===== src/hw/wave_pkg.sv =====
package wave_pkg;

    // ********************************************************
    // Register map
    // ********************************************************
    localparam logic [2:0] OFF_CTRL_A   = 3'h0;   // waveform_control_a
    localparam logic [2:0] OFF_CTRL_B   = 3'h1;   // wave_mode_hi_bit, force strobes
    localparam logic [2:0] OFF_COUNT    = 3'h2;   // count_value
    localparam logic [2:0] OFF_CMP_A    = 3'h3;   // cmp_value_a
    localparam logic [2:0] OFF_CMP_B    = 3'h4;   // cmp_value_b
    localparam logic [2:0] OFF_STATUS   = 3'h5;   // overflow flag, write one to clear
    localparam logic [2:0] OFF_PRESCALE = 3'h6;   // prescale select and async select
    localparam logic [2:0] OFF_DIR      = 3'h7;   // pin direction bits

    // ********************************************************
    // Field positions and reset values
    // ********************************************************
    localparam int        POS_ACT_A   = 6;
    localparam int        POS_ACT_B   = 4;
    localparam int        POS_MODE_LO = 0;
    localparam int        POS_MODE_HI = 3;
    localparam int        POS_FORCE_A = 7;
    localparam int        POS_FORCE_B = 6;
    localparam int        POS_ASYNC   = 3;
    localparam logic [7:0] CTRL_A_RST = 8'h00;
    localparam logic [7:0] CTRL_A_WMASK = 8'hf3;  // Bits 3:2 read as zero

    // ********************************************************
    // Counter constants
    // ********************************************************
    localparam logic [7:0] BOTTOM   = 8'h00;
    localparam logic [7:0] MAX      = 8'hff;
    localparam int         PERIOD_FIXED = 510;  // Timer ticks per dual-slope period at MAX
    localparam int         PRESCALE_MAX = 1024;

    // Output action codes
    localparam logic [1:0] ACT_OFF    = 2'h0;
    localparam logic [1:0] ACT_TOGGLE = 2'h1;
    localparam logic [1:0] ACT_CLEAR  = 2'h2;
    localparam logic [1:0] ACT_SET    = 2'h3;

    typedef enum logic [1:0] {
        KIND_NORMAL,
        KIND_CTC,
        KIND_FAST,
        KIND_DUAL
    } kind_t;

    // Per-tick counter event bundle handed to each channel
    typedef struct packed {
        logic       tick;      // timer clock enable
        logic       dir_down;  // counting direction at this count
        logic       at_top;    // counter equals ceiling
        logic       at_bottom; // counter at bottom (fast: reload)
        logic [7:0] count;
        logic [7:0] top;
    } cnt_evt_t;

endpackage


===== src/hw/wave_prescaler.sv =====
`timescale 1ns/1ns
// Produces the timer tick enable from the system clock
module wave_prescaler #(
    parameter int DIV_MAX = wave_pkg::PRESCALE_MAX
) (
    // Clock and reset
    input  wire logic       clk_i,
    input  wire logic       rst_i,
    // Control
    input  wire logic [2:0] sel_i,
    input  wire logic       async_i,
    input  wire logic       osc_tick_i,
    // Enable out
    output logic            tick_o
);
    logic [9:0] div_q;
    logic       pre_tick;

    // ********************************************************
    // Free running divider
    // ********************************************************
    always_ff @(posedge clk_i or posedge rst_i)
    begin
        if (rst_i)
            div_q <= 10'h000;
        else
            div_q <= div_q + 10'h001;
    end

    // Select one of the divide ratios; 0 stops the timer unless async_i is set
    always_comb
    begin
        case (sel_i)
            3'h1:    pre_tick = 1'b1;
            3'h2:    pre_tick = (div_q[2:0] == 3'h7);
            3'h3:    pre_tick = (div_q[4:0] == 5'h1f);
            3'h4:    pre_tick = (div_q[5:0] == 6'h3f);
            3'h5:    pre_tick = (div_q[6:0] == 7'h7f);
            3'h6:    pre_tick = (div_q[7:0] == 8'hff);
            3'h7:    pre_tick = (div_q == 10'h3ff);
            default: pre_tick = 1'b0;
        endcase
    end

    // Async source: oscillator tick already sampled into this domain
    assign tick_o = async_i ? osc_tick_i : pre_tick;
endmodule


===== src/hw/wave_channel.sv =====
`timescale 1ns/1ns
// One compare output channel: match detection and output action
module wave_channel #(
    parameter bit IS_A = 1'b1
) (
    // Clock and reset
    input  wire logic               clk_i,
    input  wire logic               rst_i,
    // Counter events and setup
    input  wire wave_pkg::cnt_evt_t evt_i,
    input  wire wave_pkg::kind_t    kind_i,
    input  wire logic               mode_hi_i,
    input  wire logic [1:0]         act_i,
    input  wire logic [7:0]         cmp_i,
    input  wire logic               force_i,
    input  wire logic               block_i,
    // Output level
    output logic                    out_o
);
    logic       match;
    logic       at_top_hit;
    logic       out_d;
    logic       out_q;
    logic [7:0] cmp_prev_q;
    logic       up_lvl;

    // Full 8-bit compare, blocked on the tick after a counter write
    assign match = evt_i.tick && !block_i && (evt_i.count == cmp_i);
    assign at_top_hit = (cmp_i == evt_i.top) && act_i[1];
    assign up_lvl = (act_i == wave_pkg::ACT_SET);  // Level after up-count match

    // ********************************************************
    // Output action
    // ********************************************************
    always_comb
    begin
        out_d = out_q;
        if (kind_i == wave_pkg::KIND_DUAL)
        begin
            if (act_i == wave_pkg::ACT_TOGGLE)
            begin
                if (match && IS_A && mode_hi_i)
                    out_d = !out_q;
            end
            else if (act_i[1] && evt_i.tick)
            begin
                if (cmp_prev_q == wave_pkg::MAX && cmp_i != wave_pkg::MAX
                    && evt_i.at_bottom)
                    out_d = up_lvl;
                else if (at_top_hit && evt_i.at_top)
                    out_d = !up_lvl;
                else if (at_top_hit)
                    out_d = out_q;
                // Bottom opens the up slope, so a compare at bottom keeps the up level
                else if (match && (!evt_i.dir_down || evt_i.at_bottom))
                    out_d = up_lvl;
                else if (match)
                    out_d = !up_lvl;
                else if (evt_i.at_top && evt_i.count > cmp_i)
                    out_d = up_lvl;
            end
        end
        else if (kind_i == wave_pkg::KIND_FAST)
        begin
            if (act_i == wave_pkg::ACT_TOGGLE)
            begin
                if (match && IS_A && mode_hi_i)
                    out_d = !out_q;
            end
            else if (act_i[1] && evt_i.tick)
            begin
                if (at_top_hit)
                    out_d = evt_i.at_top ? !up_lvl : out_q;
                else if (match)
                    out_d = up_lvl;
                else if (evt_i.at_top)
                    out_d = !up_lvl;
            end
        end
        else if (match || force_i)
        begin
            case (act_i)
                wave_pkg::ACT_TOGGLE: out_d = !out_q;
                wave_pkg::ACT_CLEAR:  out_d = 1'b0;
                wave_pkg::ACT_SET:    out_d = 1'b1;
                default:              out_d = out_q;
            endcase
        end
    end

    always_ff @(posedge clk_i or posedge rst_i)
    begin
        if (rst_i)
            out_q <= 1'b0;
        else
            out_q <= out_d;
    end

    // Last compare value seen at a tick, to spot a move away from MAX
    always_ff @(posedge clk_i or posedge rst_i)
    begin
        if (rst_i)
            cmp_prev_q <= 8'h00;
        else if (evt_i.tick)
            cmp_prev_q <= cmp_i;
    end

    assign out_o = out_q;
endmodule


===== src/hw/wave_timer.sv =====
`timescale 1ns/1ns

module wave_timer (
    // Clock and reset
    input  wire logic       SYS_CLK_I,
    input  wire logic       RST_I,
    // Register port
    input  wire logic [2:0] ADDR_I,
    input  wire logic [7:0] WDATA_I,
    input  wire logic       WR_I,
    input  wire logic       RD_I,
    output logic      [7:0] RDATA_O,
    // Oscillator tick, synchronous to the system clock
    input  wire logic       OSC_TICK_I,
    // Compare output pins
    output logic            CMP_OUT_A_O,
    output logic            CMP_OUT_A_OE_O,
    output logic            CMP_OUT_B_O,
    output logic            CMP_OUT_B_OE_O,
    // Overflow flag level
    output logic            OVERFLOW_O
);
    logic [7:0]        ctrl_a_q;
    logic              mode_hi_q;
    logic [7:0]        count_q;
    logic [7:0]        count_d;
    logic              down_q;
    logic              down_d;
    logic [7:0]        cmp_a_q;
    logic [7:0]        cmp_b_q;
    logic [7:0]        buf_a_q;
    logic [7:0]        buf_b_q;
    logic              ovf_q;
    logic [3:0]        pre_q;
    logic [1:0]        dir_q;
    logic              block_q;
    logic              tick;
    logic [2:0]        wave_mode_sel;
    wave_pkg::kind_t   kind;
    logic [7:0]        top;
    logic              ovf_set;
    logic              force_a;
    logic              force_b;
    logic              out_a;
    logic              out_b;
    logic [1:0]        out_a_action;
    logic [1:0]        out_b_action;
    wave_pkg::cnt_evt_t evt;

    assign out_a_action  = ctrl_a_q[wave_pkg::POS_ACT_A +: 2];
    assign out_b_action  = ctrl_a_q[wave_pkg::POS_ACT_B +: 2];
    assign wave_mode_sel = {mode_hi_q, ctrl_a_q[wave_pkg::POS_MODE_LO +: 2]};

    // ********************************************************
    // Mode decode
    // ********************************************************
    always_comb
    begin
        case (wave_mode_sel)
            3'h1, 3'h5: kind = wave_pkg::KIND_DUAL;
            3'h3, 3'h7: kind = wave_pkg::KIND_FAST;
            3'h2:       kind = wave_pkg::KIND_CTC;
            default:    kind = wave_pkg::KIND_NORMAL;
        endcase
    end

    // Modes 4 to 7 and CTC use compare A as ceiling, others the fixed MAX
    assign top = (wave_mode_sel[2] || wave_mode_sel == 3'h2) ? cmp_a_q : wave_pkg::MAX;

    // ********************************************************
    // Tick source
    // ********************************************************
    wave_prescaler u_pre (
        .clk_i      (SYS_CLK_I),
        .rst_i      (RST_I),
        .sel_i      (pre_q[2:0]),
        .async_i    (pre_q[wave_pkg::POS_ASYNC]),
        .osc_tick_i (OSC_TICK_I),
        .tick_o     (tick)
    );

    // ********************************************************
    // Counter sequence
    // ********************************************************
    always_comb
    begin
        count_d = count_q;
        down_d  = down_q;
        ovf_set = 1'b0;
        if (tick)
        begin
            if (kind == wave_pkg::KIND_DUAL)
            begin
                // Ceiling held one tick, then direction flips
                if (!down_q && count_q >= top)
                begin
                    down_d  = 1'b1;
                    count_d = count_q - 8'h01;
                end
                else if (down_q && count_q == wave_pkg::BOTTOM)
                begin
                    down_d  = 1'b0;
                    count_d = 8'h01;
                end
                else
                begin
                    count_d = down_q ? count_q - 8'h01 : count_q + 8'h01;
                    if (down_q && count_q == 8'h01)
                        ovf_set = 1'b1;
                end
            end
            else
            begin
                down_d = 1'b0;
                if ((kind != wave_pkg::KIND_NORMAL) && count_q == top)
                    count_d = wave_pkg::BOTTOM;
                else
                    count_d = count_q + 8'h01;
                if (kind == wave_pkg::KIND_FAST)
                    ovf_set = (count_q == top);
                else
                    ovf_set = (count_q == wave_pkg::MAX);
            end
        end
    end

    // Counter register; a software write wins over counting
    always_ff @(posedge SYS_CLK_I or posedge RST_I)
    begin
        if (RST_I)
        begin
            count_q <= 8'h00;
            down_q  <= 1'b0;
        end
        else if (WR_I && ADDR_I == wave_pkg::OFF_COUNT)
        begin
            count_q <= WDATA_I;
            down_q  <= down_q;
        end
        else
        begin
            count_q <= count_d;
            down_q  <= down_d;
        end
    end

    // Written counter blocks the match on the next tick
    always_ff @(posedge SYS_CLK_I or posedge RST_I)
    begin
        if (RST_I)
            block_q <= 1'b0;
        else if (WR_I && ADDR_I == wave_pkg::OFF_COUNT)
            block_q <= 1'b1;
        else if (tick)
            block_q <= 1'b0;
    end

    // ********************************************************
    // Control registers
    // ********************************************************
    always_ff @(posedge SYS_CLK_I or posedge RST_I)
    begin
        if (RST_I)
        begin
            ctrl_a_q  <= wave_pkg::CTRL_A_RST;
            mode_hi_q <= 1'b0;
            pre_q     <= 4'h0;
            dir_q     <= 2'h0;
        end
        else if (WR_I)
        begin
            if (ADDR_I == wave_pkg::OFF_CTRL_A)
                ctrl_a_q <= WDATA_I & wave_pkg::CTRL_A_WMASK;
            else if (ADDR_I == wave_pkg::OFF_CTRL_B)
                mode_hi_q <= WDATA_I[wave_pkg::POS_MODE_HI];
            else if (ADDR_I == wave_pkg::OFF_PRESCALE)
                pre_q <= WDATA_I[3:0];
            else if (ADDR_I == wave_pkg::OFF_DIR)
                dir_q <= WDATA_I[1:0];
        end
    end

    // Force strobes act only outside the PWM modes
    assign force_a = WR_I && ADDR_I == wave_pkg::OFF_CTRL_B && WDATA_I[wave_pkg::POS_FORCE_A]
                     && kind != wave_pkg::KIND_DUAL && kind != wave_pkg::KIND_FAST;
    assign force_b = WR_I && ADDR_I == wave_pkg::OFF_CTRL_B && WDATA_I[wave_pkg::POS_FORCE_B]
                     && kind != wave_pkg::KIND_DUAL && kind != wave_pkg::KIND_FAST;

    // ********************************************************
    // Compare registers with double buffer
    // ********************************************************
    // Writes land in the buffer; PWM loads at the ceiling to avoid glitches
    always_ff @(posedge SYS_CLK_I or posedge RST_I)
    begin
        if (RST_I)
        begin
            buf_a_q <= 8'h00;
            buf_b_q <= 8'h00;
        end
        else if (WR_I && ADDR_I == wave_pkg::OFF_CMP_A)
            buf_a_q <= WDATA_I;
        else if (WR_I && ADDR_I == wave_pkg::OFF_CMP_B)
            buf_b_q <= WDATA_I;
    end

    always_ff @(posedge SYS_CLK_I or posedge RST_I)
    begin
        if (RST_I)
        begin
            cmp_a_q <= 8'h00;
            cmp_b_q <= 8'h00;
        end
        else if (kind != wave_pkg::KIND_DUAL && kind != wave_pkg::KIND_FAST)
        begin
            cmp_a_q <= buf_a_q;
            cmp_b_q <= buf_b_q;
        end
        else if (tick && count_q == top && !down_q)
        begin
            cmp_a_q <= buf_a_q;
            cmp_b_q <= buf_b_q;
        end
    end

    // ********************************************************
    // Overflow flag, set wins over write-one clear
    // ********************************************************
    always_ff @(posedge SYS_CLK_I or posedge RST_I)
    begin
        if (RST_I)
            ovf_q <= 1'b0;
        else if (ovf_set)
            ovf_q <= 1'b1;
        else if (WR_I && ADDR_I == wave_pkg::OFF_STATUS && WDATA_I[0])
            ovf_q <= 1'b0;
    end

    // ********************************************************
    // Output channels
    // ********************************************************
    assign evt.tick      = tick;
    assign evt.dir_down  = down_q;
    assign evt.at_top    = (count_q == top);
    assign evt.at_bottom = (count_q == wave_pkg::BOTTOM);
    assign evt.count     = count_q;
    assign evt.top       = top;

    wave_channel #(.IS_A(1'b1)) u_ch_a (
        .clk_i     (SYS_CLK_I),
        .rst_i     (RST_I),
        .evt_i     (evt),
        .kind_i    (kind),
        .mode_hi_i (mode_hi_q),
        .act_i     (out_a_action),
        .cmp_i     (cmp_a_q),
        .force_i   (force_a),
        .block_i   (block_q),
        .out_o     (out_a)
    );

    wave_channel #(.IS_A(1'b0)) u_ch_b (
        .clk_i     (SYS_CLK_I),
        .rst_i     (RST_I),
        .evt_i     (evt),
        .kind_i    (kind),
        .mode_hi_i (mode_hi_q),
        .act_i     (out_b_action),
        .cmp_i     (cmp_b_q),
        .force_i   (force_b),
        .block_i   (block_q),
        .out_o     (out_b)
    );

    // Pin drive registered; enable needs a nonzero action and direction out
    always_ff @(posedge SYS_CLK_I or posedge RST_I)
    begin
        if (RST_I)
        begin
            CMP_OUT_A_O    <= 1'b0;
            CMP_OUT_A_OE_O <= 1'b0;
            CMP_OUT_B_O    <= 1'b0;
            CMP_OUT_B_OE_O <= 1'b0;
            OVERFLOW_O     <= 1'b0;
        end
        else
        begin
            CMP_OUT_A_O    <= out_a;
            CMP_OUT_A_OE_O <= (out_a_action != wave_pkg::ACT_OFF) && dir_q[0];
            CMP_OUT_B_O    <= out_b;
            CMP_OUT_B_OE_O <= (out_b_action != wave_pkg::ACT_OFF) && dir_q[1];
            OVERFLOW_O     <= ovf_q;
        end
    end

    // ********************************************************
    // Read port, data one cycle after the strobe
    // ********************************************************
    always_ff @(posedge SYS_CLK_I or posedge RST_I)
    begin
        if (RST_I)
            RDATA_O <= 8'h00;
        else if (RD_I)
        begin
            if (ADDR_I == wave_pkg::OFF_CTRL_A)
                RDATA_O <= ctrl_a_q;
            else if (ADDR_I == wave_pkg::OFF_CTRL_B)
                RDATA_O <= {4'h0, mode_hi_q, 3'h0};
            else if (ADDR_I == wave_pkg::OFF_COUNT)
                RDATA_O <= count_q;
            else if (ADDR_I == wave_pkg::OFF_CMP_A)
                RDATA_O <= buf_a_q;
            else if (ADDR_I == wave_pkg::OFF_CMP_B)
                RDATA_O <= buf_b_q;
            else if (ADDR_I == wave_pkg::OFF_STATUS)
                RDATA_O <= {6'h00, down_q, ovf_q};
            else if (ADDR_I == wave_pkg::OFF_PRESCALE)
                RDATA_O <= {4'h0, pre_q};
            else
                RDATA_O <= {6'h00, dir_q};
        end
        else
            RDATA_O <= 8'h00;
    end
endmodule


===== config.mk =====
export PLATFORM = sky130hd
export DESIGN_NAME = wave_timer
export DESIGN_NICKNAME = d
export VERILOG_FILES = /design/src/hw/wave_pkg.sv /design/src/hw/wave_prescaler.sv /design/src/hw/wave_channel.sv /design/src/hw/wave_timer.sv
export SDC_FILE = /design/constraint.sdc
export NUM_CORES = 1
export LEC_CHECK = 0
export ABC_AREA = 0
export BUFFER_PORTS_ARGS = -buffer_cell sky130_fd_sc_hd__buf_4
export CAP_MARGIN = 0
export CORE_ASPECT_RATIO = 1.2
export CORE_UTILIZATION = 35
export DETAILED_ROUTE_END_ITERATION = 7
export SKIP_LAST_GASP = 1
export SYNTH_ARGS = -nofsm -noshare
export SYNTH_HDL_FRONTEND = slang
export SYNTH_SLANG_ARGS = --single-unit

===== constraint.sdc =====
create_clock -name SYS_CLK_I -period 4.2 [get_ports SYS_CLK_I]
set_input_delay 0 -clock SYS_CLK_I [delete_from_list [all_inputs] [get_ports SYS_CLK_I]]
set_output_delay 0 -clock SYS_CLK_I [all_outputs]
set_load 0.005 [all_outputs]

After elaboration in Yosys (flattened, before gate mapping)
Cells that the tools add are included.
{"block": "word_totals", "register_bits": 97, "wordCells": 233}
{"block": "classes", "n_addsub": 3, "magnitude_cmp": 3, "n_eq_ne": 57, "n_mux": 71, "bitwise": 5, "n_reduce_logical": 71}
{"operator": "$mux 8", "n": 18}
{"operator": "$mux 1", "n": 47}
{"operator": "$eq 8x8->1", "n": 5}
{"operator": "$logic_and 1x1->1", "n": 39}
{"operator": "$eq 3x3->1 const B", "n": 11}
{"operator": "$eq 8x8->1 const B", "n": 4}
{"operator": "$eq 3x2->1 const B", "n": 6}
{"operator": "$gt 8x8->1", "n": 2}
{"operator": "$ne 8x8->1 const B", "n": 2}
{"operator": "$eq 2x2->1 const B", "n": 6}
{"operator": "$reduce_bool 2->1", "n": 6}
{"operator": "$add 10x1->10 const B", "n": 1}
{"operator": "$eq 10x10->1 const B", "n": 1}
{"operator": "$reduce_bool 5->1", "n": 2}
{"operator": "$eq 3x1->1 const B", "n": 3}
{"operator": "$ne 3x1->1 const B", "n": 3}
{"operator": "$add 8x1->8 const B", "n": 1}
{"operator": "$eq 8x1->1 const B", "n": 1}
{"operator": "$ge 8x8->1", "n": 1}
{"operator": "$logic_not 8->1", "n": 1}
{"operator": "$mux 4", "n": 2}
{"operator": "$ne 2x2->1 const B", "n": 4}
{"operator": "$reduce_and 8->1", "n": 1}
{"operator": "$sub 8x1->8 const B", "n": 1}
{"operator": "other kinds (23)", "n": 42}

Longest topological paths before layout
Gate-level depths: netlist of run 1.
{"block": "logic_depth", "word_depth": 14, "ltp_mapped": 14, "ltp_nobuf": 12}

Modules after synthesis
Synthesis of run 1 repeated with hierarchy kept, for this count alone.
{"block": "unflattened", "hier_cells": 606, "area_unflattened_um2": 6085.8}
{"module": "wave_timer", "n_inst": 1, "cells_each": 360, "area_each_um2": 3779.9, "seq_area_each_um2": 1726.7}
{"module": "wave_channel (u_ch_a)", "n_inst": 1, "cells_each": 106, "area_each_um2": 922.1, "seq_area_each_um2": 225.2}
{"module": "wave_channel (u_ch_b)", "n_inst": 1, "cells_each": 95, "area_each_um2": 899.6, "seq_area_each_um2": 225.2}
{"module": "wave_prescaler", "n_inst": 1, "cells_each": 45, "area_each_um2": 484.2, "seq_area_each_um2": 250.2}

Least setup slack after synthesis of run 1
Ideal clock, no wire load.
{"block": "synth_path", "kind": "flip-flop to flip-flop", "from": "register ctrl_a_q[0]", "to": "register count_q[5]", "setup_ps": 95, "arrival_ps": 2585, "t_required_ps": 4105, "slack_ps": 1520, "path_stages_with_launch": 14, "n_path_buf": 1, "synth_period_minus_slack_ps": 2680, "cell_sequence": "dfrtp_1 -> nand2b_4 -> nand2_1 -> nand2b_1 -> ha_1 -> nand2b_1 -> a21o_1 -> a211oi_2 -> o21ai_1 -> a21o_1 -> buf_2 -> o22ai_1 -> a21oi_1 -> o31ai_1"}
{"block": "synth_via", "elab_chain_len": 9}
{"item": "start, declared", "line_no": "wave_timer.sv:23", "source": "logic [7:0] ctrl_a_q;"}
{"item": "start signal, assigned", "line_no": "wave_timer.sv:165", "source": "ctrl_a_q <= wave_pkg::CTRL_A_RST;"}
{"item": "start signal, assigned", "line_no": "wave_timer.sv:173", "source": "ctrl_a_q <= WDATA_I & wave_pkg::CTRL_A_WMASK;"}
{"item": "$eq 3x2->1, or another cell as far along", "line_no": "wave_timer.sv:59, wave_timer.sv:68"}
{"item": "$logic_or 1x1->1 / $reduce_or 2->1 (equally long branches)", "line_no": "wave_timer.sv:68, wave_timer.sv:59"}
{"item": "$mux 8 / $pmux 2 s3 (equally long branches)", "line_no": "wave_timer.sv:68, wave_timer.sv:59"}
{"item": "$ge 8x8->1, or another cell as far along", "line_no": "wave_timer.sv:95", "source": "if (!down_q && count_q >= top)"}
{"item": "$logic_and 1x1->1, on equally long branches", "line_no": "wave_timer.sv:95, wave_timer.sv:115"}
{"item": "$mux 8, on equally long branches", "line_no": "wave_timer.sv:95, wave_timer.sv:115"}
{"item": "$mux 8 (*)", "line_no": "wave_timer.sv:92", "source": "if (kind == wave_pkg::KIND_DUAL)"}
{"item": "$mux 8 (*)", "line_no": "wave_timer.sv:90", "source": "if (tick)"}
{"item": "$mux 8 (*)", "line_no": "wave_timer.sv:135", "source": "else if (WR_I && ADDR_I == wave_pkg::OFF_COUNT)"}
{"item": "end signal, assigned", "line_no": "wave_timer.sv:142", "source": "count_q <= count_d;"}
{"item": "end, declared", "line_no": "wave_timer.sv:25", "source": "logic [7:0] count_q;"}
Every way passes the cells marked *; elsewhere a longest branch is shown, timed or not. The select of a mux whose other input is x is not followed.
A chain may end at the register's enable or synchronous reset.

Worst setup path after layout of run 1
{"block": "layout_path", "from": "register ctrl_a_q[1]", "to": "register count_q[3]"}
Same word-level chain as after synthesis.

==> impl_metrics.csv, run 1 <==
group,metric,value,unit
timing,max_clock_freq,0.293,GHz
floorplan,num_rows,51,
final_layout,antenna_cells,0,
timing,tns,0,ns
worst_hold_path,min_from,"WR_I",
logic_synthesis,yosysSeqAreaShare,41.6,%
logic_synthesis,yosys.area.top_type,"dfrtp_1",
floorplan,start_util,35.8,%
worst_setup_path,worstSetupPathType,"reg -> reg",
timing,period_minus_slack,3.41,ns
cts,cts_buffer_depth,2,
outcome,status,"complete, no violations",
timing,drv_slew,0,
worst_setup_path,r2r-end,"count_q[3]$_DFFE_PP0P_",
logic_synthesis,yosys.area_share.simple,18.6,%
final_layout,stdcell_count,860,
timing,fin_crit_sh,81.1,%
logic_synthesis,synth.cell_area,0.00583,mm²
final_layout,fill_cells,1587,
cts,clkSlewWorstSetupHoldPaths,0.07,ns
worst_hold_path,min_path_type,"in -> reg",
route,drt-met1-wl,7.52,mm
route,firstDrtPassIters,5,
route,vias,4956,
final_layout,fin_util,41.0,%
worst_setup_path,arrival,3.64,ns
logic_synthesis,synthAdderAreaFrac,7.73,%
global_route,antenna_found_initial,0,
floorplan,core_region_area,0.0163,mm²
place,port_buffers,28,
place,dpl-instance-area,0.00623,mm²
run,cap_viol_max_count,0,
power_and_ir_drop,totalPowerFinal,0.00412,W
timing,worst_slew_pin_slew,0.823,ns
cts,cts_sinks,97,
power_and_ir_drop,ir_worst_vdd,0.000381,V
timing,max-slew-margin-rel,45.1,%
logic_synthesis,synthMuxAreaShare,10.5,%
logic_synthesis,syn_nets,666,
worst_setup_path,critical_path.max_fanout,14,
timing,setup_viol,0,
logic_synthesis,ys_seq_elements,97,
floorplan,io-pin-count,29,
timing,finalClockSkew,0.0102,ns
route,wl_met2,8.54,mm
final_layout,drive_gt1_share,15.7,%
cts,htree_levels,3,
worst_hold_path,whs_path_depth,4,
global_route,grt_use_total,21.2,%
route,final_antenna_net_count,0,
logic_synthesis,syn_inst,614,
power_and_ir_drop,p_leak,2.94,nW
logic_synthesis,avgSynthCellArea,9.49,µm²
logic_synthesis,synth_top_family_by_area,"simple AND/OR/NAND/NOR gates",
logic_synthesis,async_flop_share,100,%
logic_synthesis,synth_cell_types,63,
worst_hold_path,min_to,"ovf_q$_DFFE_PP0P_",
floorplan,die_h,143,µm
worst_setup_path,r2r_start,"ctrl_a_q[1]$_DFFE_PP0P_",
place,place_inst,834,
logic_synthesis,synth_compound_area_share,15.8,%
final_layout,finalInstanceArea,0.00667,mm²
final_layout,area_growth,14.4,%
worst_setup_path,crit_required,4.43,ns
route,wl,17.4,mm
floorplan,die_width,120,µm
global_route,grt_start_max_net_pins,64,
power_and_ir_drop,powerDensity,617,mW/mm²
route,highest_layer,"met4",
logic_synthesis,post-synth-top-count-cell,"dfrtp_1",
logic_synthesis,yosys_warnings,0,
logic_synthesis,yosys-top-cells-area,"dfrtp_1, ha_1, mux2_2, nand2_1, o21ai_0",
place,gp_congestion,0.888,
route,routedWlPerCell,20.3,µm
worst_setup_path,critPathLaunchType,"register",
cts,cts_tree,"done",
route,drt_iter0_drc,345,
logic_synthesis,synth_top_area_share,41.6,%
route,dr_wl_met3,702,µm
worst_setup_path,cp-end-kind,"register",
worst_setup_path,regToRegSetupSlack,0.79,ns
worst_setup_path,r2r_cells,12,
cts,clk_latency,0.35,ns
logic_synthesis,synth_edf_count,0,
cts,numCtsBuffers,9,
route,drc,0,
logic_synthesis,synth-main-ff-cell,"dfrtp_1",
cts,cts_root_buf,"clkbuf_16",
timing,hold_violations,0,
place,hpwl,12.8,mm
global_route,grt_pass1_wl,27.2,mm
timing,rsz0062_at_grt,"no",
logic_synthesis,netlist_top_cells_count,"dfrtp_1, nand2_1, o21ai_0, nor2_1, mux2_2",
global_route,grt_pass1_vias,4891,
logic_synthesis,synth_xor_area_share,1.80,%
global_route,grt_overflow_total,0,
final_layout,layout.nets,695,
floorplan,design.die.area,0.0172,mm²
route,post_drt_via_cell_ratio,5.76,
metrics by stage:
stage / setup slack (ns) / hold WS, ns
2_1_floorplan: 1.52 / 0.115
5_1_grt: 0.541 / 0.0987
3_3_place_gp: 0.906 / 0.214
6_report: 0.792 / 0.0648
4_1_cts: 0.803 / 0.0550
3_5_place_dp: 0.827 / 0.227
state kept, by name (all words and copies together) (netlist names), 2 cells and up:
register,flops
cmp_a_q,8
buf_a_q,8
RDATA_O,8
ctrl_a_q,6
buf_b_q,8
u_ch_a.cmp_prev_q,8
pre_q,4
u_pre.div_q,10
count_q,8
cmp_b_q,8
dir_q,2
u_ch_b.cmp_prev_q,8
worst max-delay path by stage:
stage | from | to | slack [ns]
after floorplan | ctrl_a_q[0]$_DFFE_PP0P_ | count_q[5]$_DFFE_PP0P_ | 1.52
after global placement | ctrl_a_q[1]$_DFFE_PP0P_ | count_q[3]$_DFFE_PP0P_ | 0.91
after detailed placement | ctrl_a_q[1]$_DFFE_PP0P_ | count_q[3]$_DFFE_PP0P_ | 0.83
after CTS | ctrl_a_q[1]$_DFFE_PP0P_ | count_q[3]$_DFFE_PP0P_ | 0.80
after global routing | ctrl_a_q[0]$_DFFE_PP0P_ | count_q[3]$_DFFE_PP0P_ | 0.54
final | ctrl_a_q[1]$_DFFE_PP0P_ | count_q[3]$_DFFE_PP0P_ | 0.79
area by class of cell:
cell class / instances / area (µm²) / share of cell area [%]
timing repair buffer: 42 / 340 / 5.11
clock buffer: 10 / 239 / 3.58
inverter: 33 / 126 / 1.90
clock inverter: 6 / 93.8 / 1.41
tap: 212 / 265 / 3.98
sequential: 97 / 2430 / 36.4
multi-input combinational: 460 / 3170 / 47.6
worst max-delay path, stage by stage, from the launching register on:
cell and delay (ns):
dfrtp_1 0.56, nor2b_4 0.23, nor2_1 0.25, nor2_1 0.08
ha_1 0.32, nand4_1 0.14, nor2_1 0.34, nand2_1 0.12
o22ai_1 0.19, a21o_1 0.38, o31ai_1 0.12, a2111oi_0 0.44
nor3_1 0.11
where the power goes:
part / internal, W / leakage (nW) / switching, W
Sequential: 0.00120 / 1.20 / 0.000462
Clock: 0.000545 / 0.160 / 0.000387
Combinational: 0.000667 / 1.58 / 0.000859
Total: 0.00241 / 2.94 / 0.00171
cells in the final DEF, fill, tap and decap left out, types with 3 or more instances in the layout:
| master | n |
|---|---|
| inv_6 | 3 |
| o211ai_1 | 5 |
| o21a_1 | 3 |
| o21ai_0 | 45 |
| xor2_1 | 5 |
| o31ai_1 | 6 |
| nand3_1 | 17 |
| o22ai_1 | 12 |
| dlygate4sd3_1 | 10 |
| nand2_1 | 67 |
| ha_1 | 36 |
| mux2i_1 | 13 |
| mux2_2 | 39 |
| a31oi_1 | 7 |
| nor2b_1 | 11 |
| or2_2 | 3 |
| and2_1 | 9 |
| a211oi_1 | 7 |
| nand2b_1 | 9 |
| and3_1 | 4 |
| clkbuf_16 | 9 |
| buf_4 | 32 |
| xnor2_1 | 7 |
| dfrtp_1 | 97 |
| a21o_1 | 5 |
| nor3_1 | 9 |
| a21oi_1 | 26 |
| inv_1 | 32 |
| nor4_1 | 7 |
| nand3b_1 | 3 |
| nor2_1 | 40 |
| nand4_1 | 23 |
kinds of logic after synthesis:
family,Yosys count
AOI/OAI and AO/OA,143
xor gates and xnor gates,12
adders and majority gates,36
buffers and inverters,57
DFF,97
muxes,54
and+or+nand+nor,215
metal layers:
metal | up-vias | track usage, %
met5 | - | 0
met4 | 0 | 10.3
met3 | 47 | 3.06
met2 | 164 | 35.6
met1 | 2461 | 26.8
li1 | 2284 | -
what timing repair did:
item	4_1_cts	5_1_grt
endpoints found under the hold margin	106	0
resized for setup	0	0
setup buffers	0	0
hold buffers	10	0
Power figures use the tool's default switching activity.
==> inputs of run 2 (changes only) <==
- clock period: 4.2 -> 3.1 ns (I/O delays scaled with it)
==> run 2 against run 1 <==
  * Worst hold slack lost 0.023 ns
  * Non-clock buffer count grew 20
  * Sequential power grew 30%
  * Critical path depth shrank 1
  * First-iteration DRC count shrank 4.9%
  * Final cell count grew 2.3%
  * Clock skew is essentially flat
  * Clock-buffer cell count shrank 1
  * Combinational power grew 50%
  * Flip-flop and latch count is the same
  * Critical path type unchanged
==> impl_metrics.csv, run 2 (synthesized netlist as in run 1, its figures left out) <==
group,metric,value,unit
outcome,status,"complete, no violations",
floorplan,start_util,35.8,%
timing,max-slew-margin-rel,48.1,%
global_route,grt_overflow_total,0,
worst_setup_path,critical_path.max_fanout,9,
cts,cts_sinks,97,
final_layout,area_growth,16.7,%
cts,numCtsBuffers,9,
place,gp_congestion,0.982,
route,post_drt_via_cell_ratio,5.65,
global_route,antenna_found_initial,0,
timing,period_minus_slack,2.86,ns
route,firstDrtPassIters,5,
timing,worst_slew_pin_slew,0.777,ns
place,port_buffers,28,
timing,max_clock_freq,0.350,GHz
timing,rsz0062_at_grt,"no",
global_route,grt_pass1_vias,4933,
worst_setup_path,worstSetupPathType,"reg -> reg",
final_layout,layout.nets,715,
power_and_ir_drop,ir_worst_vdd,0.000477,V
route,final_antenna_net_count,0,
final_layout,final_common_cell,"dfrtp_1",
final_layout,fill_cells,1605,
route,routedWlPerCell,20.0,µm
power_and_ir_drop,powerDensity,831,mW/mm²
route,vias,4968,
timing,tns,0,ns
final_layout,regMostFlops,"u_pre.div_q",
worst_setup_path,r2r-end,"count_q[3]$_DFFE_PP0P_",
final_layout,final_cell_mix,"dfrtp_1, nand2_1, buf_4",
worst_setup_path,critPathLaunchType,"register",
final_layout,drive_gt1_share,18.7,%
cts,clk_latency,0.36,ns
cts,cts_setup_buffers,0,
global_route,grt_start_max_net_pins,39,
final_layout,largest_reg_flops,10,
floorplan,die_width,120,µm
floorplan,num_rows,51,
cts,clkSlewWorstSetupHoldPaths,0.08,ns
place,dpl-instance-area,0.00638,mm²
floorplan,core_region_area,0.0163,mm²
worst_setup_path,r2r_cells,11,
worst_hold_path,min_to,"ovf_q$_DFFE_PP0P_",
timing,hold_violations,0,
global_route,grt_pass1_wl,27.4,mm
worst_hold_path,min_from,"WR_I",
cts,cts_buffer_depth,2,
worst_setup_path,regToRegSetupSlack,0.24,ns
cts,cts_root_buf,"clkbuf_16",
worst_setup_path,r2r_start,"ctrl_a_q[1]$_DFFE_PP0P_",
timing,drv_slew,0,
worst_setup_path,crit_required,3.33,ns
route,drt_iter0_drc,328,
cts,cts_tree,"done",
floorplan,die_h,143,µm
run,cap_viol_max_count,0,
place,hpwl,13.2,mm
final_layout,finalInstanceArea,0.00680,mm²
floorplan,design.die.area,0.0172,mm²
route,drc,0,
worst_setup_path,cp-end-kind,"register",
final_layout,antenna_cells,0,
worst_hold_path,min_path_type,"in -> reg",
worst_hold_path,whs_path_depth,4,
route,wl,17.6,mm
cts,htree_levels,3,
global_route,grt_use_total,21.6,%
timing,setup_viol,0,
power_and_ir_drop,p_leak,3.03,nW
timing,fin_crit_sh,92.2,%
worst_setup_path,arrival,3.09,ns
timing,finalClockSkew,0.0102,ns
floorplan,io-pin-count,29,
==> run 2: final cells by class <==
type	instances	area, µm²	share of cell area, %
Clock inverter	7	86.3	1.27
Tap cell	212	265	3.90
Timing Repair Buffer	62	490	7.21
Sequential cell	97	2430	35.7
Clock buffer	9	225	3.31
Multi-Input combinational cell	460	3180	46.8
Inverter	33	126	1.86
==> run 2: worst max-delay path, cell delays in order, from the launching register on <==
cell       delay, ns
dfrtp_1         0.39
nor2b_4         0.15
nor2_2          0.19
nor2_1          0.07
ha_1            0.32
nand4_1         0.15
or2_2           0.34
o22ai_1         0.17
a21o_1          0.28
o31ai_1         0.13
a2111oi_0       0.43
nor3_1          0.12
==> run 2: how the worst max path moves through the flow <==
| stage | cells after the start | endpoint | startpoint | slack, ns |
|---|---|---|---|---|
| finish | 11 | count_q[3]$_DFFE_PP0P_ | ctrl_a_q[1]$_DFFE_PP0P_ | 0.24 |
| global route | 12 | count_q[3]$_DFFE_PP0P_ | ctrl_a_q[0]$_DFFE_PP0P_ | 0.03 |
| CTS | 10 | count_q[3]$_DFFE_PP0P_ | mode_hi_q$_DFFE_PP0P_ | 0.18 |
| detailed placement | 10 | count_q[3]$_DFFE_PP0P_ | mode_hi_q$_DFFE_PP0P_ | 0.20 |
| global placement | 10 | count_q[3]$_DFFE_PP0P_ | mode_hi_q$_DFFE_PP0P_ | 0.25 |
| floorplan | 13 | count_q[5]$_DFFE_PP0P_ | ctrl_a_q[0]$_DFFE_PP0P_ | 0.42 |
==> run 2: layer usage <==
metal	up-vias	global-route usage, %	wire (µm)
met5	-	0	0
met4	0	9.47	574
met3	36	3.13	699
met2	144	37.1	8720
met1	2464	26.9	7610
li1	2324	-	-
==> run 2: power breakdown <==
group          internal (W)  leakage, nW  switching [W]
Combinational       0.00102         1.68        0.00128
Sequential          0.00162         1.20       0.000531
Clock              0.000643        0.154       0.000556
==> run 2: timing repair <==
item | CTS | global route
hold endpoints to repair | 79 | 0
gates resized for setup | 0 | 5
setup endpoints to repair | 0 | 3
hold buffers | 10 | 0
==> run 2: metrics by stage <==
step | util (%) | hold slack [ns] | std cells | total power, W | setup WS [ns]
after global routing | 41.8 | 0.0678 | 880 | 0.00604 | 0.0263
after CTS | 41.8 | 0.0382 | 880 | 0.00564 | 0.177
final | 41.8 | 0.0417 | 880 | 0.00566 | 0.243
after floorplan | - | 0.115 | 614 | 0.00353 | 0.420
after detailed placement | 39.2 | 0.0785 | 854 | 0.00443 | 0.199
after global placement | 39.2 | 0.0752 | 854 | 0.00436 | 0.253
==> inputs of run 3 (changes only) <==
- MAX_ROUTING_LAYER: default -> met4
- PLACE_DENSITY: default -> 0.54
==> run 3 against run 2 <==
  * Core utilization grew 0.12 points
  * Total power is essentially flat
  * Combinational power hardly changed
  * Worst hold slack better by 0.016 ns
  * Maximum frequency increased by 0.79%
  * Final cell count shrank 0.11%
  * Setup slack improved by 0.023 ns
  * Critical path depth shrank 2
  * Critical path type unchanged
==> impl_metrics.csv, run 3 (synthesized netlist as in run 1, its figures left out) <==
group,metric,value,unit
timing,tns,0,ns
global_route,grt_pass1_vias,4910,
timing,period_minus_slack,2.83,ns
route,drc,0,
timing,hold_violations,0,
route,post_drt_via_cell_ratio,5.56,
floorplan,num_rows,51,
worst_setup_path,crit_required,3.34,ns
global_route,grt_overflow_total,0,
worst_setup_path,critPathLaunchType,"register",
run,cap_viol_max_count,0,
worst_setup_path,worstSetupPathType,"reg -> reg",
cts,cts_tree,"done",
worst_setup_path,slowest_stage,"a21oi_4",
final_layout,final_common_cell,"dfrtp_1",
final_layout,seq_area,0.00243,mm²
global_route,grt_start_max_net_pins,63,
cts,cts_buffer_depth,2,
floorplan,design.die.area,0.0172,mm²
worst_setup_path,worstPathCellList,"nand2b_4, a21oi_1, ha_1, nand4_1, or2_2, buf_4, nor2_1, a21oi_4, mux2_2",
power_and_ir_drop,powerDensity,828,mW/mm²
timing,max_clock_freq,0.353,GHz
floorplan,core_region_area,0.0163,mm²
global_route,grt_use_met1,27.3,%
timing,fin_crit_sh,91.4,%
global_route,met2_usage,37.3,%
global_route,antenna_found_initial,0,
cts,cts_root_buf,"clkbuf_16",
route,drt_iter0_drc,265,
global_route,grt_pass1_wl,27.7,mm
route,wl,17.6,mm
power_and_ir_drop,ir_worst_vdd,0.000348,V
final_layout,final_cell_mix,"dfrtp_1, nand2_1, buf_4",
place,port_buffers,28,
timing,setup_viol,0,
timing,drv_slew,0,
timing,rsz0062_at_grt,"no",
final_layout,largest_reg_flops,10,
worst_setup_path,critical_path.max_fanout,16,
cts,cts_setup_buffers,0,
route,final_antenna_net_count,0,
place,place_inst,853,
worst_setup_path,cp-end-kind,"register",
route,routedWlPerCell,20.1,µm
route,firstDrtPassIters,5,
power_and_ir_drop,p_leak,3.03,nW
final_layout,fill_cells,1615,
place,gp_congestion,0.922,
final_layout,stdcell_count,879,
cts,cts_sinks,97,
cts,htree_levels,3,
floorplan,die_h,143,µm
timing,worst_slew_pin_slew,0.839,ns
timing,max-slew-margin-rel,43.9,%
floorplan,io-pin-count,29,
place,hpwl,13.5,mm
final_layout,multi_input_area,0.00318,mm²
final_layout,antenna_cells,0,
worst_hold_path,min_path_type,"in -> reg",
floorplan,die_width,120,µm
outcome,status,"complete, no violations",
final_layout,area_growth,17.0,%
global_route,grt_use_met3,3.25,%
cts,clkSlewWorstSetupHoldPaths,0.07,ns
cts,numCtsBuffers,9,
final_layout,drive_gt1_share,18.6,%
timing,finalClockSkew,0.00819,ns
final_layout,layout.nets,714,
global_route,grt_use_total,22.4,%
final_layout,regMostFlops,"u_pre.div_q",
cts,clk_latency,0.36,ns
global_route,busiest_layer,"met2",
floorplan,start_util,35.8,%
route,vias,4884,
worst_setup_path,crit_path_max_incr_delay,0.53,ns
worst_setup_path,arrival,3.07,ns
==> run 3: cell count changes in the layout (fill, tap and decap cells not counted), sizes merged <==
cell / previous run / this run
buf: 52 / 51
clkbuf: 9 / 12
clkinv: 3 / 1
inv: 36 / 35
==> run 3: final timing paths <==
path                                               start                          endpoint  slack [ns]  cells past startpoint
worst max register to register   ctrl_a_q[0]$_DFFE_PP0P_            cmp_a_q[6]$_DFFE_PP0P_        0.27                      9
worst max-delay path             ctrl_a_q[0]$_DFFE_PP0P_            cmp_a_q[6]$_DFFE_PP0P_        0.27                      9
min in group asynchronous                          RST_I              RDATA_O[0]$_DFF_PP0_        0.36                      3
worst min register to register  u_ch_b.out_o$_DFFE_PP0P_             CMP_OUT_B_O$_DFF_PP0_        0.45                      0
worst min-delay path                                WR_I                 ovf_q$_DFFE_PP0P_        0.06                      4
max in group asynchronous                          RST_I  u_ch_b.cmp_prev_q[0]$_DFFE_PP0N_        2.07                      4
==> run 3: layer usage <==
metal | wire length (µm) | vias to the layer above | share of wire [%]
met5 | 0 | - | 0
met4 | 555 | 0 | 3.1
met3 | 736 | 31 | 4.2
met2 | 8740 | 132 | 50
met1 | 7600 | 2391 | 43
li1 | - | 2330 | -
==> run 3: stage by stage <==
stage | total power, W | setup WS [ns] | hold slack, ns | instance area [µm²] | util, %
after floorplan | 0.00353 | 0.420 | 0.115 | 5830 | -
after global placement | 0.00437 | 0.286 | 0.215 | 6390 | 39.3
after detailed placement | 0.00444 | 0.211 | 0.230 | 6390 | 39.3
after CTS | 0.00568 | 0.191 | 0.0467 | 6810 | 41.9
after global routing | 0.00607 | 0.0213 | 0.0893 | 6820 | 41.9
final | 0.00565 | 0.265 | 0.0575 | 6820 | 41.9
==> run 3: area by class of cell <==
cell class | count | area share (%)
multi-input cells | 460 | 46.7
flip-flops and latches | 97 | 35.6
repair buffers | 61 | 7.26
clock buffers | 12 | 3.91
well taps | 212 | 3.89
inverters | 33 | 1.85
clock inverters | 4 | 0.825
==> run 3: where the power goes <==
part           switching [W]  internal [W]
registers           0.000496       0.00162
clock network       0.000513      0.000700
logic                0.00130       0.00102
==> run 3: what timing repair did <==
item | 4_1_cts | 5_1_grt
endpoints found under the hold margin | 104 | 0
gates resized for setup | 0 | 4
hold buffers | 10 | 0
endpoints found under the setup margin | 0 | 3
==> run 3: critical path, delay by kind of cell (launching register included) <==
kind / cells / cell delay, ns
AND/OR/NAND/NOR: 4 / 0.54
AO/OA/AOI/OAI: 2 / 0.83
buffers and inverters: 1 / 0.15
flip-flops: 1 / 0.45
adder cells (fa/ha/maj): 1 / 0.31
multiplexers: 1 / 0.41
